## config.mk

```make
export PLATFORM = sky130hd
export DESIGN_NAME = scs_startup_config_sequencer
export DESIGN_NICKNAME = d
export VERILOG_FILES = /design/src/verilog/scs_startup_config_sequencer.v
export VERILOG_INCLUDE_DIRS = /design/src /design/src/verilog
export SDC_FILE = /design/constraint.sdc
export NUM_CORES = 1
export LEC_CHECK = 0
export BUFFER_PORTS_ARGS = -buffer_cell sky130_fd_sc_hd__buf_4
export CAP_MARGIN = 10
export CORE_AREA = 2 2 107 109
export DETAILED_ROUTE_END_ITERATION = 16
export DIE_AREA = 0 0 109 111
export PLACE_DENSITY = 0.74
export SYNTH_ARGS = -nofsm -noshare
export SYNTH_HDL_FRONTEND = slang
export SYNTH_SLANG_ARGS = --single-unit
```

## constraint.sdc

```tcl
create_clock -name pclk -period 3.2 [get_ports pclk]
set_input_delay 0.64 -clock pclk [delete_from_list [all_inputs] [get_ports pclk]]
set_output_delay 0.64 -clock pclk [all_outputs]
set_load 0.02 [all_outputs]
```

## src/verilog/scs_map.vh

```
// Constants for the start-up configuration sequencer: device addresses, values, timing.
`ifndef SCS_MAP_VH
`define SCS_MAP_VH
// ****************************************************************
// Device register addresses and values written at start-up
// ****************************************************************
`define SCS_A_PORT_CFG    13'h000
`define SCS_V_PORT_RESET  8'h3c
`define SCS_V_PORT_DEF    8'h18
`define SCS_A_SPEED       13'h002
`define SCS_V_SPEED       8'h00
`define SCS_A_UPDATE      13'h0ff
`define SCS_V_UPDATE      8'h01
`define SCS_A_INDEX_2     13'h004
`define SCS_V_INDEX_2     8'h0f
`define SCS_A_INDEX_1     13'h005
`define SCS_V_INDEX_1     8'h3f
`define SCS_A_DECIM       13'h113
`define SCS_V_DECIM       8'h00
`define SCS_A_GAIN        13'h011
`define SCS_V_GAIN        8'h06
`define SCS_A_PROF0       13'hf00
`define SCS_A_PROF1       13'hf01
`define SCS_A_PROF2       13'hf02
`define SCS_A_PROF3       13'hf03
`define SCS_V_PROF0       8'hff
`define SCS_V_PROF1       8'h7f
`define SCS_V_PROF2       8'h00
`define SCS_V_PROF3       8'h80
`define SCS_A_PROF_IDX    13'h10c
`define SCS_V_PROF_IDX    8'h00
`define SCS_A_OUT_FMT     13'h014
`define SCS_V_OUT_FMT     8'h00
`define SCS_A_GLOBAL      13'h008
`define SCS_V_GLOBAL      8'h00
`define SCS_A_LINK_MODE   13'h021
`define SCS_V_LINK_MODE   8'h05
`define SCS_A_CLK_RATE    13'h199
`define SCS_V_CLK_RATE    8'h80
`define SCS_A_SER_FMT     13'h19b
`define SCS_V_SER_FMT     8'h50
`define SCS_A_START_EN    13'h188
`define SCS_V_START_EN    8'h01
`define SCS_A_START_MSB   13'h18b
`define SCS_V_START_MSB   8'h27
`define SCS_A_START_LSB   13'h18c
`define SCS_V_START_LSB   8'h72
`define SCS_A_PLL         13'h182
`define SCS_V_PLL         8'h82
`define SCS_V_SW_TRIG     8'h20
`define SCS_A_LPF         13'h00f
`define SCS_V_LPF         8'h18
`define SCS_A_AFILT       13'h02b
`define SCS_V_AFILT       8'h40
`define SCS_STEPS         6'd27
// ****************************************************************
// APB register map of the sequencer itself
// ****************************************************************
`define SCS_R_CTRL        12'h000
`define SCS_R_STATUS      12'h004
`define SCS_R_WAKE        12'h008
`define SCS_R_TUNE        12'h00c
`define SCS_CTRL_START    0
`define SCS_CTRL_HWTRIG   1
// ****************************************************************
// Timing
// ****************************************************************
`define SCS_CLK_MHZ       250
`define SCS_WAKE_US       375
`define SCS_WAKE_CYC      (`SCS_WAKE_US * `SCS_CLK_MHZ)
`define SCS_TUNE_ADC_CYC  10'd512
`define SCS_SCLK_DIV      5
`endif

```

## src/verilog/scs_startup_config_sequencer.v

```verilog
// Host-side sequencer that programs the receive front end over its three-wire serial port.
// What this block does
// - Profile entry zero, four bytes, is written before anything profile-related.
// - After the speed-mode write, host writes 0x01 to the update register.
// - Host writes 0x0F and 0x3F to the channel index registers.
// - Host writes 0x00 to the decimator control register.
// - Profile entry zero bytes are 0xFF, 0x7F, 0x00, 0x80.
// - After profile memory writes, host writes the profile index register.
// - One extra MSB-first write follows the profile index to finish the update.
// - After leaving power-down, host waits 375 microseconds before relying on output.
// - Host writes 0x05 to the output link mode register.
// - Host writes 0x80 to clock-rate and 0x82 to PLL control.
// - Each frame is a 16-bit instruction then one data byte.
`timescale 1ns/1ps
`default_nettype none
`include "scs_map.vh"
module scs_startup_config_sequencer #(
  parameter WAKE_CYC = `SCS_WAKE_CYC,
  parameter SCLK_DIV = `SCS_SCLK_DIV
) (
  // Clock and reset.
  input  wire        pclk,
  input  wire        presetn,
  // APB slave.
  input  wire        psel,
  input  wire        penable,
  input  wire        pwrite,
  input  wire [11:0] paddr,
  input  wire [31:0] pwdata,
  output reg  [31:0] prdata,
  output wire        pready,
  output wire        pslverr,
  // ADC sample clock from the board, used to count tuning cycles.
  input  wire        adc_clk,
  // Serial control port toward the device.
  output reg         sclk_ff,
  output reg         select_bar_ff,
  output reg         sdio_out_ff,
  output reg         sdio_oe_ff,
  input  wire        sdio_in,
  // Hardware trigger toward the device.
  output reg         transmit_trigger_input_ff
);
  // ****************************************************************
  // State machine codes
  // ****************************************************************
  localparam ST_IDLE  = 5'b00001;
  localparam ST_SHIFT = 5'b00010;
  localparam ST_GAP   = 5'b00100;
  localparam ST_WAIT  = 5'b01000;
  localparam ST_DONE  = 5'b10000;
  // Ordered start-up table: address, value, and which wait follows.
  function [22:0] step_entry;
    input [5:0] idx;
    begin
      case (idx)
        6'd0:  step_entry = {2'd0, `SCS_A_PORT_CFG,  `SCS_V_PORT_RESET};
        6'd1:  step_entry = {2'd0, `SCS_A_SPEED,     `SCS_V_SPEED};
        6'd2:  step_entry = {2'd0, `SCS_A_UPDATE,    `SCS_V_UPDATE};
        6'd3:  step_entry = {2'd0, `SCS_A_INDEX_2,   `SCS_V_INDEX_2};
        6'd4:  step_entry = {2'd0, `SCS_A_INDEX_1,   `SCS_V_INDEX_1};
        6'd5:  step_entry = {2'd0, `SCS_A_DECIM,     `SCS_V_DECIM};
        6'd6:  step_entry = {2'd0, `SCS_A_GAIN,      `SCS_V_GAIN};
        6'd7:  step_entry = {2'd0, `SCS_A_PROF0,     `SCS_V_PROF0};
        6'd8:  step_entry = {2'd0, `SCS_A_PROF1,     `SCS_V_PROF1};
        6'd9:  step_entry = {2'd0, `SCS_A_PROF2,     `SCS_V_PROF2};
        6'd10: step_entry = {2'd0, `SCS_A_PROF3,     `SCS_V_PROF3};
        6'd11: step_entry = {2'd0, `SCS_A_PROF_IDX,  `SCS_V_PROF_IDX};
        6'd12: step_entry = {2'd0, `SCS_A_OUT_FMT,   `SCS_V_OUT_FMT};
        6'd13: step_entry = {2'd1, `SCS_A_GLOBAL,    `SCS_V_GLOBAL};
        6'd14: step_entry = {2'd0, `SCS_A_LINK_MODE, `SCS_V_LINK_MODE};
        6'd15: step_entry = {2'd0, `SCS_A_CLK_RATE,  `SCS_V_CLK_RATE};
        6'd16: step_entry = {2'd0, `SCS_A_SER_FMT,   `SCS_V_SER_FMT};
        6'd17: step_entry = {2'd0, `SCS_A_START_EN,  `SCS_V_START_EN};
        6'd18: step_entry = {2'd0, `SCS_A_START_MSB, `SCS_V_START_MSB};
        6'd19: step_entry = {2'd0, `SCS_A_START_LSB, `SCS_V_START_LSB};
        6'd20: step_entry = {2'd0, `SCS_A_PLL,       `SCS_V_PLL};
        6'd21: step_entry = {2'd0, `SCS_A_PROF_IDX,  `SCS_V_SW_TRIG};
        6'd22: step_entry = {2'd0, `SCS_A_LPF,       `SCS_V_LPF};
        default: step_entry = {2'd2, `SCS_A_AFILT,   `SCS_V_AFILT};
      endcase
    end
  endfunction
  // ****************************************************************
  // Registers
  // ****************************************************************
  reg  [4:0]  state_ff;
  reg  [5:0]  step_ff;
  reg  [4:0]  bit_ff;
  reg  [23:0] shreg_ff;
  reg  [2:0]  div_ff;
  reg  [19:0] wait_ff;
  reg  [9:0]  tune_ff;
  reg  [2:0]  adc_sync_ff;
  reg         hw_trig_ff;
  reg         err_ff;
  wire [22:0] entry;
  wire        tick;
  wire        adc_rise;
  wire        apb_wr;
  wire        busy;
  assign entry   = step_entry(step_ff);
  assign tick    = (div_ff == SCLK_DIV[2:0] - 3'd1);
  assign busy    = ~state_ff[0] & ~state_ff[4];
  assign pready  = 1'b1;
  assign pslverr = 1'b0;
  assign apb_wr  = psel & penable & pwrite;
  // The ADC clock is asynchronous: two flops first, edge detect on the third.
  assign adc_rise = adc_sync_ff[1] & ~adc_sync_ff[2];
  always @(posedge pclk or negedge presetn) begin
    if (!presetn) begin
      adc_sync_ff <= 3'b000;
    end else begin
      adc_sync_ff <= {adc_sync_ff[1:0], adc_clk};
    end
  end
  // Serial clock divider; sclk toggles on each tick while shifting, giving 2*SCLK_DIV cycles per period.
  always @(posedge pclk or negedge presetn) begin
    if (!presetn) begin
      div_ff <= 3'd0;
    end else if (tick || !busy) begin
      div_ff <= 3'd0;
    end else begin
      div_ff <= div_ff + 3'd1;
    end
  end
  // ****************************************************************
  // Software registers: read decode.
  // ****************************************************************
  always @* begin
    if (paddr == `SCS_R_CTRL) begin
      prdata = {30'd0, hw_trig_ff, 1'b0};
    end else if (paddr == `SCS_R_STATUS) begin
      prdata = {19'd0, step_ff, err_ff, 2'd0, state_ff[4], busy, sdio_in & 1'b0, 1'b0};
    end else if (paddr == `SCS_R_WAKE) begin
      prdata = {12'd0, wait_ff};
    end else if (paddr == `SCS_R_TUNE) begin
      prdata = {22'd0, tune_ff};
    end else begin
      prdata = 32'h0000_0000;
    end
  end
  // ****************************************************************
  // Sequencer: one full single-byte write frame per table step.
  // ****************************************************************
  always @(posedge pclk or negedge presetn) begin
    if (!presetn) begin
      state_ff                  <= ST_IDLE;
      step_ff                   <= 6'd0;
      bit_ff                    <= 5'd0;
      shreg_ff                  <= 24'd0;
      wait_ff                   <= 20'd0;
      tune_ff                   <= 10'd0;
      hw_trig_ff                <= 1'b0;
      err_ff                    <= 1'b0;
      sclk_ff                   <= 1'b0;
      select_bar_ff             <= 1'b1;
      sdio_out_ff               <= 1'b0;
      sdio_oe_ff                <= 1'b0;
      transmit_trigger_input_ff <= 1'b0;
    end else begin
      if (apb_wr && paddr == `SCS_R_CTRL) begin
        hw_trig_ff <= pwdata[`SCS_CTRL_HWTRIG];
      end
      // The trigger line is held high once done when selected; the software trigger write still goes out.
      transmit_trigger_input_ff <= hw_trig_ff & state_ff[4];
      case (state_ff)
        ST_IDLE: begin
          if (apb_wr && paddr == `SCS_R_CTRL && pwdata[`SCS_CTRL_START]) begin
            step_ff  <= 6'd0;
            err_ff   <= 1'b0;
            state_ff <= ST_GAP;
          end
        end
        ST_GAP: begin
          // Chip select high between frames; load next write, MSB first.
          if (tick) begin
            shreg_ff      <= {1'b0, 2'b00, entry[20:8], entry[7:0]};
            bit_ff        <= 5'd0;
            select_bar_ff <= 1'b0;
            sdio_oe_ff    <= 1'b1;
            sdio_out_ff   <= 1'b0;
            state_ff      <= ST_SHIFT;
          end
        end
        ST_SHIFT: begin
          // Data changes on falling sclk, device samples on rising sclk.
          if (tick) begin
            sclk_ff <= ~sclk_ff;
            if (sclk_ff) begin
              if (bit_ff == 5'd23) begin
                // Frame ends on a byte boundary so the device never resets mid-byte.
                select_bar_ff <= 1'b1;
                sdio_oe_ff    <= 1'b0;
                if (entry[22:21] == 2'd1) begin
                  wait_ff  <= WAKE_CYC[19:0];
                  state_ff <= ST_WAIT;
                end else if (entry[22:21] == 2'd2) begin
                  // Two idle cycles drain a sample-clock edge already in the synchroniser,
                  // so an edge from before the write is never counted as a tuning cycle.
                  tune_ff  <= `SCS_TUNE_ADC_CYC;
                  wait_ff  <= 20'd2;
                  state_ff <= ST_WAIT;
                end else begin
                  step_ff  <= step_ff + 6'd1;
                  state_ff <= ST_GAP;
                end
              end else begin
                // The next bit goes out with the falling edge, a full half period before the rise.
                bit_ff      <= bit_ff + 5'd1;
                shreg_ff    <= {shreg_ff[22:0], 1'b0};
                sdio_out_ff <= shreg_ff[22];
              end
            end
          end
        end
        ST_WAIT: begin
          // Wake-up and filter tuning intervals hold back the next frame.
          if (wait_ff != 20'd0) begin
            wait_ff <= wait_ff - 20'd1;
          end else if (tune_ff != 10'd0) begin
            if (adc_rise) begin
              tune_ff <= tune_ff - 10'd1;
            end
          end else if (step_ff == `SCS_STEPS - 6'd4) begin
            state_ff <= ST_DONE;
          end else begin
            step_ff  <= step_ff + 6'd1;
            state_ff <= ST_GAP;
          end
        end
        ST_DONE: begin
          if (apb_wr && paddr == `SCS_R_CTRL && pwdata[`SCS_CTRL_START]) begin
            step_ff  <= 6'd0;
            state_ff <= ST_GAP;
          end
        end
        default: begin
          err_ff   <= 1'b1;
          state_ff <= ST_IDLE;
        end
      endcase
    end
  end
endmodule
`default_nettype wire

```

* After elaboration in Yosys (flattened, before gate mapping)
Memory sizes are Yosys's and may differ from the RTL's. Cells that the tools add are included.
Word-level totals: bits of input ports 51, register bits after elaboration 82, output and inout bits 39, logic and storage cells 150, memory bits (read-only) 704, memories kept 1
Cells by class: mux-type cells 69, $add $sub $neg 5, equality and inequality tests 30, reduce and logical (&&, ||, !) cells 20, bitwise gates (word level) 10
Memories:
- (name not given) | words 32, width 22, read ports 1, clocked after memory_dff 0, wr ports 0, line scs_startup_config_sequencer.v:56 | case (idx)
Operators by type and width (number):
- 2-to-1 mux 20 bit | 9
- 2-to-1 mux 23 bit | 5
- 2-to-1 mux 10 bit | 9
- 2-to-1 mux 5 bit | 12
- 2-to-1 mux 6 bit | 9
- case mux 23 bit (2 select lines) | 1
- case mux 20 bit (2 select lines) | 1
- inequality test 2 bit (second input constant) | 15
- equality test 12 x 4 -> 1 bit (second input constant) | 2
- case mux 10 bit (2 select lines) | 1
- case mux 5 bit (4 select lines) | 1
- nonzero test 20 bit | 1
- subtractor 20 x 1 -> 20 bit (second input constant) | 1
- case mux 6 bit (3 select lines) | 1
- equality test 12 x 3 -> 1 bit (second input constant) | 1
- zero test 12 bit | 1
- 2-to-1 mux 1 bit | 12
- equality test 5 bit (second input constant) | 2
- case mux 5 bit (2 select lines) | 1
- AND reduction 10 bit | 1
- AND reduction 5 bit | 2
- nonzero test 10 bit | 1
- subtractor 10 x 1 -> 10 bit (second input constant) | 1
- AND reduction 9 bit | 1
- other kinds (28) | 43

* Logic depth before layout (Yosys ltp)
Gate-level depths: netlist (run 1). An unclocked memory read counts as a cell.
depth in word-level cells 9, depth in mapped cells 12, depth with buffers taken out 11

* Worst setup path before layout (run 1)
No wires, ideal clock.
kind reg-to-reg, start reg step_ff[0], end reg step_ff[3], path buffers 0, required time 3.080 ns, path slack 0.242 ns, cell stages (with the launch flop) 12, clock period less this slack 2.958 ns, library setup time 0.120 ns, data arrival time 2.838 ns, cells stage by stage dfrtp_1 ha_1 ha_1 nor2_1 o21ai_0 inv_1 ha_1 nor3_1 a21oi_1 nor4_1 a31oi_1 a31o_2
On the way: word-level cells in the longest chain between the ends 7, elaborated cells between the ends (all ways) 19, those cells by class add/sub (1); eq/ne (6); mux (10); reduce/logical (1); memory (1)
Ends and longest elaborated chain:
- from (decl) | line scs_startup_config_sequencer.v:88 | reg [5:0] step_ff;
- from (signal assigned) | line scs_startup_config_sequencer.v:205 | step_ff <= step_ff + 6'd1;
- from (signal assigned) | line scs_startup_config_sequencer.v:228 | step_ff <= step_ff + 6'd1;
- adder 6 x 1 -> 6 bit | line scs_startup_config_sequencer.v:205, scs_startup_config_sequencer.v:228
- 2-to-1 mux 6 bit | line scs_startup_config_sequencer.v:198 | end else if (entry[22:21] == 2'd2) begin
- 2-to-1 mux 6 bit | line scs_startup_config_sequencer.v:195 | if (entry[22:21] == 2'd1) begin
- 2-to-1 mux 6 bit | line scs_startup_config_sequencer.v:191 | if (bit_ff == 5'd23) begin
- 2-to-1 mux 6 bit | line scs_startup_config_sequencer.v:190 | if (sclk_ff) begin
- 2-to-1 mux 6 bit | line scs_startup_config_sequencer.v:188 | if (tick) begin
- case mux 6 bit (3 select lines) | line scs_startup_config_sequencer.v:167 | case (state_ff)
Several ways; a longest one is shown, not always the timed one. The select of a mux whose other input is x is not followed. A chain may end at the register's enable or synchronous reset.

* Worst setup path after layout (run 1)
start reg step_ff[1], end reg step_ff[4]
The elaborated chain is that of the path after synthesis.

==> flow_summary.yaml, run 1 <==
status:
  run_status: "finished clean"
grt:
  grt_max_degree: 83
  use_met2_pct: 37.4
  grt_pass1_wl_um: 22900
  grt.total_usage_pct: 23.5
  gr-usage-met1_pct: 31.8
  antenna_found_initial: 0
  first_global_vias: 4813
  grt.overflow.total: 0
  gr-usage-met3_pct: 3.35
  grt.busiest_layer: "met2"
placement:
  post-place-ws_ns: 0.230
  dpl.hpwl_um: 9600
  port_buffers: 44
  gp_congestion: 0.963
logic_synthesis:
  synthArstFlopShare_pct: 100
  syn_avg_cell_area_um2: 8.43
  mappedNetlistArea_um2: 5400
  synth_edf_count: 0
  ys_seq_elements: 82
  synth_ff_type: "dfrtp_1"
  synth_cells: 640
  yosysSeqAreaShare_pct: 38.1
  synth.distinct_cells: 71
  yosysWarnings: 0
timing:
  final_hold_viol_count: 0
  finalCritPeriodShare_pct: 92.9
  rsz0062_at_grt: "no"
  period_needed_ns: 2.97
  fmax_mhz: 336
  finalMaxSlewViolations: 0
  setup_viol: 0
  relSlewSlack_pct: 30.2
  tns_ns: 0
  clock_skew_ns: 0.00753
  worstMarginPinSlew_ns: 1.05
  setup_slack_ns: 0.228
  holdWs_ns: 0.355
setup_path:
  cp_data_arrival_time_ns: 3.19
  cp-end-kind: "flop"
  cpPeakStageDelay_ns: 0.61
  path_class: "reg2reg"
  cpMaxStageDelayCell: "or4_1"
  worst_ep_required_time_ns: 3.42
  crit_path_start_kind: "flop"
  path_max_fanout: 8
  crit_top_cell: "ha_1"
  cp.buffers_inverters: 1
  crit_chain: "ha_1, ha_1, nor2_1, o21ai_0, inv_1, ha_1, nor3_1, a21oi_1, or4_1, o21ai_0, o211ai_1"
  path_delay_family: "simple AND/OR/NAND/NOR gates"
cts:
  cts_buffers: 9
  cts_sinks: 82
  htree_num_levels: 3
  clk_pin_slew_ns: 0.06
  cts_root_buf: "clkbuf_16"
  clock_insertion_delay_worst_skew_ns: 0.35
  cts.path.max_buffers: 2
  postCtsSetupRepairBufs: 0
  cts_tree: "built"
  ctsHoldBuffers: 0
  cts_resized: 0
die:
  rows: 39
  die_w_um: 109
  core-area_um2: 11100
  initial_core_util_pct: 48.7
  dieArea_um2: 12100
  die_height_um: 111
  design.portCount: 90
detailed_routing:
  drt_iter0_markers: 561
  post-route-drc-count: 0
  num_vias: 4977
  wire_per_inst_um: 16.7
  drtAntennaViolNets: 0
  drt_wl_total_um: 13700
  drtPass1Iterations: 6
  routed_via_density: 6.06
layout:
  post-route-util_pct: 55.9
  finalNetCount: 742
  synthToLayoutAreaGrowth_pct: 14.7
  antenna_cells: 0
  layout-drive-gt1-share_pct: 16.4
job:
  cap_violations: 0
power_and_ir_drop:
  pwr_density_cell_nw_per_um2: 373
  ir_worst_vdd_mv: 0.206
  leakagePower_nw: 2.90
worst_hold_path:
  hp-class: "reg2reg"
[cell usage in the layout, fill, tap and decap left out, types with 18 or more instances in the layout]
| master | synthesis | layout |
|---|---|---|
| nor2_1 | 64 | 63 |
| inv_1 | 19 | 19 |
| nand2_1 | 68 | 68 |
| a21oi_1 | 29 | 29 |
| ha_1 | 18 | 18 |
| o21ai_0 | 66 | 66 |
| nor4_1 | 18 | 18 |
| nand3_1 | 18 | 18 |
| dfrtp_1 | 80 | 80 |
| buf_4 | 14 | 67 |
[where the power goes]
part,internal (mW),switching (mW)
Sequential,1.04,0.000546
Clock,0.762,0.432
Combinational,0.0211,0.0525
[metal layers]
layer / vias to the layer above / routed length [um]
li1: 2342 / -
met1: 2397 / 6000
met5: - / 0
met4: 0 / 284
met3: 27 / 905
met2: 211 / 6530
[Yosys cell counts (all sizes together) (6+ instances only)]
cell,number,area share [%]
a21o,8,1.1
a21oi,29,2.7
a22o,6,0.97
a22oi,15,2.1
a31oi,9,1.0
and3,12,1.4
buf,24,3.1
clkbuf,33,2.3
dfrtp,80,37
ha,18,4.2
inv,19,1.3
mux2,7,1.6
mux2i,9,1.7
nand2,68,4.7
nand2b,9,1.0
nand3,18,1.7
nor2,64,4.5
nor3,17,1.6
nor4,19,2.3
o211ai,6,1.1
o21ai,69,6.4
or3,7,1.0
xnor2,11,1.8
xor2,10,1.6
[per-stage QoR]
| stage | cells | area, um2 | power (mW) |
|---|---|---|---|
| after global placement | 805 | 5840 | 1.13 |
| after CTS | 821 | 6190 | 2.32 |
| after detailed placement | 805 | 5840 | 1.13 |
| after floorplan | 652 | 5440 | 1.10 |
| final | 821 | 6190 | 2.31 |
| after global routing | 821 | 6190 | 2.37 |
[state kept, by name, summed over array words and instances, names as in the netlist, 3 cells and up]
register and count:
div_ff 3, bit_ff 5, adc_sync_ff 3, tune_ff 10, wait_ff 20, shreg_ff 23
step_ff 6, state_ff 5
[final timing paths]
path                       depth (start not counted)                        to  slack [ns]                     start
max                                               11    step_ff[4]$_DFFE_PN0P_        0.23    step_ff[1]$_DFFE_PN0P_
min                                                0  adc_sync_ff[1]$_DFF_PN0_        0.35  adc_sync_ff[0]$_DFF_PN0_
max reg2reg                                       11    step_ff[4]$_DFFE_PN0P_        0.23    step_ff[1]$_DFFE_PN0P_
min reg2reg                                        0  adc_sync_ff[1]$_DFF_PN0_        0.35  adc_sync_ff[0]$_DFF_PN0_
max in group asynchronous                          1   wait_ff[19]$_DFFE_PN0P_        2.05                   presetn
min in group asynchronous                          1    wait_ff[0]$_DFFE_PN0P_        0.46                   presetn
[kinds of logic (layout without fill, tap and decap cells)]
logic type	after synthesis	count (layout)	synth area share [%]
buf+inv	76	102	6.70
other cells	2	14	0.139
fa+ha+maj	18	18	4.17
simple gates	247	247	23.1
xor+xnor	21	21	3.41
compound gates	178	178	21.2
mux	16	16	3.27
flops	82	82	38.1
[area by class of cell]
type | instances | area, um2
Clock buffer | 9 | 225
Clock inverter | 7 | 118
Fill cell | 970 | 4890
Inverter | 19 | 71.3
Multi-Input combinational cell | 494 | 3040
Sequential cell | 82 | 2050
Tap cell | 143 | 179
Timing Repair Buffer | 67 | 503
Note: power is estimated with default switching activity, not from simulation.
==> inputs of run 2 (changes only) <==
--- a/config.mk
+++ b/config.mk
@@ -6,12 +6,13 @@
 export SDC_FILE = /design/constraint.sdc
 export NUM_CORES = 1
 export LEC_CHECK = 0
+export ABC_AREA = 1
 export BUFFER_PORTS_ARGS = -buffer_cell sky130_fd_sc_hd__buf_4
 export CAP_MARGIN = 10
-export CORE_AREA = 2 2 107 109
+export CORE_AREA = 2 2 110 112
 export DETAILED_ROUTE_END_ITERATION = 16
-export DIE_AREA = 0 0 109 111
-export PLACE_DENSITY = 0.74
+export DIE_AREA = 0 0 112 114
+export PLACE_DENSITY = 0.73
 export SYNTH_ARGS = -nofsm -noshare
 export SYNTH_HDL_FRONTEND = slang
 export SYNTH_SLANG_ARGS = --single-unit
==> run 2 against run 1 <==
Routed wire length rose by 4.1%. Flip-flop and latch count did not move. Hold slack lost 0.071 ns. Cell count increased by 23%. Register-to-register slack better by 0.29 ns. Largest cell class unchanged. Largest power group is now registers. Highest routed layer unchanged.
==> flow_summary.yaml, run 2 <==
status:
  run_status: "finished clean"
timing:
  finalMaxSlewViolations: 0
  worstMarginPinSlew_ns: 0.790
  setup_viol: 0
  clock_skew_ns: 0.00968
  finalCritPeriodShare_pct: 88.2
  setup_slack_ns: 0.378
  relSlewSlack_pct: 47.1
  final_hold_viol_count: 0
  tns_ns: 0
  fmax_mhz: 354
  period_needed_ns: 2.82
  rsz0062_at_grt: "no"
setup_path:
  cp-end-kind: "primary output"
  r2r-end: "wait_ff[8]$_DFFE_PN0P_"
  crit_chain: "buf_4, nor2_1, nand2_1, nor2_1, nand2_1, nor2_1, clkinv_1, o22ai_1, buf_4"
  crit_path_start_kind: "input pin"
  reg2reg_slack_ns: 0.52
  reg2regPathDepth: 13
  path_max_fanout: 10
  critical_path.endpoint: "prdata[10]"
  cpPeakStageDelay_ns: 0.32
  crit_top_cell: "nor2_1"
  path_class: "in2out"
  cpMaxStageDelayCell: "o22ai_1"
  r2r-start: "step_ff[0]$_DFFE_PN0P_"
  worst_ep_required_time_ns: 2.56
  cp_data_arrival_time_ns: 2.18
  cp-startpoint: "paddr[11]"
layout:
  reg_top3: "shreg_ff x23, wait_ff x20, tune_ff x10"
  antenna_cells: 0
  layout-drive-gt1-share_pct: 11.8
  final_common_cell: "nand2_1"
  finalNetCount: 925
  n_fill_cell: 1130
  synthToLayoutAreaGrowth_pct: 13.5
  fin_area_um2: 6400
  layout_common_cells: "nand2_1 (208), nor2_1 (97), inv_1 (94)"
  regMostFlops: "shreg_ff"
  largest_reg_flops: 23
job:
  cap_violations: 0
grt:
  grt_max_degree: 44
  first_global_vias: 5098
  antenna_found_initial: 0
  grt.total_usage_pct: 23.8
  grt.overflow.total: 0
  grt_pass1_wl_um: 24500
cts:
  cts.path.max_buffers: 2
  clk_pin_slew_ns: 0.06
  cts_buffers: 9
  ctsHoldBuffers: 0
  postCtsSetupRepairBufs: 0
  cts_resized: 0
  htree_num_levels: 3
  clock_insertion_delay_worst_skew_ns: 0.35
  cts_root_buf: "clkbuf_16"
  cts_sinks: 82
  cts_tree: "built"
detailed_routing:
  num_vias: 5374
  drt_wl_total_um: 14300
  post-route-drc-count: 0
  drt_iter0_markers: 464
  wire_per_inst_um: 14.2
  drtAntennaViolNets: 0
  routed_via_density: 5.33
  drtPass1Iterations: 5
placement:
  post-place-ws_ns: 0.403
  gp_congestion: 0.950
  dpl-instance-area_um2: 6090
  dpl.hpwl_um: 10400
  port_buffers: 44
logic_synthesis:
  netlist.area_leader.share_pct: 35.5
  synth_cells: 812
  mappedNetlistArea_um2: 5640
  synth_top_area_cell: "dfrtp_1"
  yosysSeqAreaShare_pct: 36.4
  synth.distinct_cells: 40
  netlist_top_cells_count: "nand2_1 (208), nor2_1 (97), inv_1 (94)"
  syn_avg_cell_area_um2: 6.95
  yosysWarnings: 0
  synthArstFlopShare_pct: 100
  synth_ff_type: "dfrtp_1"
  synthTopCellsByArea: "dfrtp_1 (35%), nand2_1 (14%), nor2_1 (6.5%)"
  synth_edf_count: 0
  ys_seq_elements: 82
  synth_most_common_cell: "nand2_1"
power_and_ir_drop:
  pwr_density_cell_nw_per_um2: 535
  totalPowerFinal_mw: 3.43
  leakagePower_nw: 3.37
  ir_worst_vdd_mv: 0.387
die:
  die_w_um: 112
  die_height_um: 114
  initial_core_util_pct: 48.2
  rows: 40
  core-area_um2: 11700
  design.portCount: 90
  dieArea_um2: 12800
worst_hold_path:
  hp-class: "in2async"
[run 2: layout make-up]
| cell class | instances | area (um2) | area share [%] |
|---|---|---|---|
| well taps | 147 | 184 | 2.87 |
| clock inverters | 7 | 93.8 | 1.47 |
| flip-flops and latches | 82 | 2050 | 32.1 |
| inverters | 98 | 368 | 5.74 |
| clock buffers | 9 | 225 | 3.52 |
| multi-input cells | 605 | 3030 | 47.3 |
| repair buffers | 60 | 450 | 7.03 |
[run 2: worst min path at each step]
stage,start,to,slack [ns],cells past startpoint
6_report,presetn,wait_ff[15]$_DFFE_PN0P_,0.28,1
4_1_cts,presetn,wait_ff[9]$_DFFE_PN0P_,0.31,1
3_5_place_dp,adc_sync_ff[0]$_DFF_PN0_,adc_sync_ff[1]$_DFF_PN0_,0.35,0
5_1_grt,presetn,wait_ff[17]$_DFFE_PN0P_,0.34,1
2_1_floorplan,adc_sync_ff[0]$_DFF_PN0_,adc_sync_ff[1]$_DFF_PN0_,0.33,0
3_3_place_gp,adc_sync_ff[0]$_DFF_PN0_,adc_sync_ff[1]$_DFF_PN0_,0.35,0
[run 2: stage by stage]
stage,utilization (%),hold WS (ns),std cells
floorplan,-,0.331,824
global placement,52.0,0.352,992
detailed placement,52.0,0.350,992
CTS,54.7,0.308,1008
global route,54.7,0.340,1008
finish,54.7,0.284,1008
[run 2: logic make-up after synthesis]
group / Yosys count / share of synthesized area [%]
muxes: 2 / 0.377
and+or+nand+nor: 430 / 33.2
adders and majority gates: 18 / 3.99
other: 2 / 0.133
xor gates and xnor gates: 19 / 2.95
DFF: 82 / 36.4
buffers and inverters: 137 / 10.7
AOI/OAI and AO/OA: 122 / 12.3
[run 2: routing by layer]
layer	global-route usage (%)	share of wire (%)	up-vias
met5	0	0	-
met4	11.1	2.9	0
met3	3.08	4.2	28
met2	39.6	47	154
met1	31.1	46	2480
li1	-	-	2712
[run 2: power by group]
group | total (mW) | switching (mW) | internal [mW]
combinational | 1.09 | 0.721 | 0.372
sequential | 1.21 | 0.0657 | 1.15
clock | 1.12 | 0.439 | 0.681
[run 2: critical path: cells and delay by family]
kind                   cells  cell delay [ns]
AND/OR/NAND/NOR            5             0.64
AO/OA/AOI/OAI              1             0.32
buffers and inverters      3             0.57
==> inputs of run 3 (changes only) <==
--- a/config.mk
+++ b/config.mk
@@ -9,10 +9,11 @@
 export ABC_AREA = 1
 export BUFFER_PORTS_ARGS = -buffer_cell sky130_fd_sc_hd__buf_4
 export CAP_MARGIN = 10
-export CORE_AREA = 2 2 110 112
+export CORE_AREA = 2 2 108 110
 export DETAILED_ROUTE_END_ITERATION = 16
-export DIE_AREA = 0 0 112 114
-export PLACE_DENSITY = 0.73
+export DIE_AREA = 0 0 110 112
+export PLACE_DENSITY = 0.76
+export REMOVE_ABC_BUFFERS = 1
 export SYNTH_ARGS = -nofsm -noshare
 export SYNTH_HDL_FRONTEND = slang
 export SYNTH_SLANG_ARGS = --single-unit
==> run 3 against run 2 <==
Final area is 0.86% lower. Global-route usage is 1.1 points higher. Combinational power hardly changed. Clock-buffer cell count is 1 higher. Power is 3.2% lower. Via count hardly changed. Critical path depth is 2 higher. Core utilization is 2.1 points higher. Hold slack better by 0.0017 ns. Non-clock buffer count is 1 lower. Clock skew is 0.0018 ns lower. Largest cell class unchanged.
==> flow_summary.yaml, run 3 (synthesis results as in run 2) <==
cts:
  clock_insertion_delay_worst_skew_ns: 0.36
  cts_tree: "built"
  postCtsSetupRepairBufs: 0
  htree_num_levels: 3
  cts.path.max_buffers: 2
  cts_buffers: 9
  cts_resized: 0
  clk_pin_slew_ns: 0.06
  cts_root_buf: "clkbuf_16"
  ctsHoldBuffers: 0
  cts_sinks: 82
setup_path:
  cp-end-kind: "primary output"
  path_delay_family: "simple AND/OR/NAND/NOR gates"
  reg2regPathDepth: 12
  worst_ep_required_time_ns: 2.56
  crit_chain: "buf_4, nor2_1, nand2_1, nor2_1, nand2_1, nor2_1, clkinv_1, o221ai_1, nand2_1, inv_1, buf_4"
  path_class: "in2out"
  cpPeakStageDelay_ns: 0.30
  path_max_fanout: 10
  crit_path_start_kind: "input pin"
  cp.depth: 11
  cp.buffers_inverters: 4
  cpMaxStageDelayCell: "clkinv_1"
  cp_data_arrival_time_ns: 2.18
power_and_ir_drop:
  ir_worst_vdd_mv: 0.389
  pwr_density_cell_nw_per_um2: 522
  leakagePower_nw: 3.35
placement:
  dpl.hpwl_um: 10400
  gp_congestion: 0.944
  port_buffers: 44
die:
  design.portCount: 90
  die_height_um: 112
  rows: 39
  dieArea_um2: 12300
  core-area_um2: 11200
  die_w_um: 110
  initial_core_util_pct: 50.5
layout:
  layout_common_cells: "nand2_1 (208), nor2_1 (97), inv_1 (94)"
  final_common_cell: "nand2_1"
  post-route-util_pct: 56.8
  largest_reg_flops: 23
  regMostFlops: "shreg_ff"
  finalNetCount: 924
  reg_top3: "shreg_ff x23, wait_ff x20, tune_ff x10"
  antenna_cells: 0
  synthToLayoutAreaGrowth_pct: 12.6
  n_fill_cell: 1089
  layout-drive-gt1-share_pct: 11.6
grt:
  grt.overflow.total: 0
  antenna_found_initial: 0
  grt_max_degree: 44
  grt.total_usage_pct: 24.9
  first_global_vias: 5060
  grt_pass1_wl_um: 23900
timing:
  worstMarginPinSlew_ns: 0.760
  final_hold_viol_count: 0
  rsz0062_at_grt: "no"
  setup_viol: 0
  fmax_mhz: 355
  finalMaxSlewViolations: 0
  clock_skew_ns: 0.00789
  period_needed_ns: 2.82
  tns_ns: 0
  relSlewSlack_pct: 49.1
  finalCritPeriodShare_pct: 88.0
detailed_routing:
  post-route-drc-count: 0
  routed_via_density: 5.35
  drt_wl_total_um: 14300
  drtPass1Iterations: 6
  drt_iter0_markers: 418
  wire_per_inst_um: 14.2
  num_vias: 5369
  drtAntennaViolNets: 0
job:
  cap_violations: 0
worst_hold_path:
  hp-class: "in2async"
status:
  run_status: "finished clean"
-- run 3: path summary, 6_finish.rpt --
path / startpoint / endpoint / slack [ns]
max reg2reg: step_ff[1]$_DFFE_PN0P_ / wait_ff[12]$_DFFE_PN0P_ / 0.46
min in group pclk: adc_sync_ff[0]$_DFF_PN0_ / adc_sync_ff[1]$_DFF_PN0_ / 0.36
max in group asynchronous: presetn / state_ff[0]$_DFFE_PN1P_ / 2.16
max: paddr[7] / prdata[2] / 0.38
min: presetn / wait_ff[17]$_DFFE_PN0P_ / 0.29
min reg2reg: adc_sync_ff[0]$_DFF_PN0_ / adc_sync_ff[1]$_DFF_PN0_ / 0.36
-- run 3: metrics by stage --
step	std cells	cell area (um2)	worst slack [ns]	hold WS, ns	total power, mW
after CTS	1003	6350	0.380	0.300	3.32
after global routing	1003	6350	0.0782	0.328	3.56
after floorplan	785	5450	0.670	0.331	1.98
after global placement	987	6070	0.435	0.346	2.30
final	1003	6350	0.384	0.286	3.32
after detailed placement	987	6070	0.381	0.347	2.31
-- run 3: cell type report --
type | instances | area [um2] | area share, %
multi-input combinational | 605 | 3030 | 47.7
sequential | 82 | 2050 | 32.4
timing repair buffer | 59 | 443 | 6.98
inverter | 98 | 368 | 5.79
clock buffer | 10 | 229 | 3.61
tap | 143 | 179 | 2.82
clock inverter | 6 | 47.5 | 0.749
-- run 3: power by group --
part	leakage (nW)	total (mW)	switching, mW	internal (mW)
registers	1.12	1.22	0.0693	1.15
logic	2.10	1.09	0.723	0.371
clock network	0.134	1.01	0.469	0.536
total	3.35	3.32	1.26	2.06
-- run 3: routing by layer --
layer	vias up	global-route usage, %	share of wire [%]
li1	2704	-	-
met4	0	8.69	2.3
met2	152	40.0	48
met3	25	6.03	5.7
met1	2488	32.6	44
met5	-	0	0
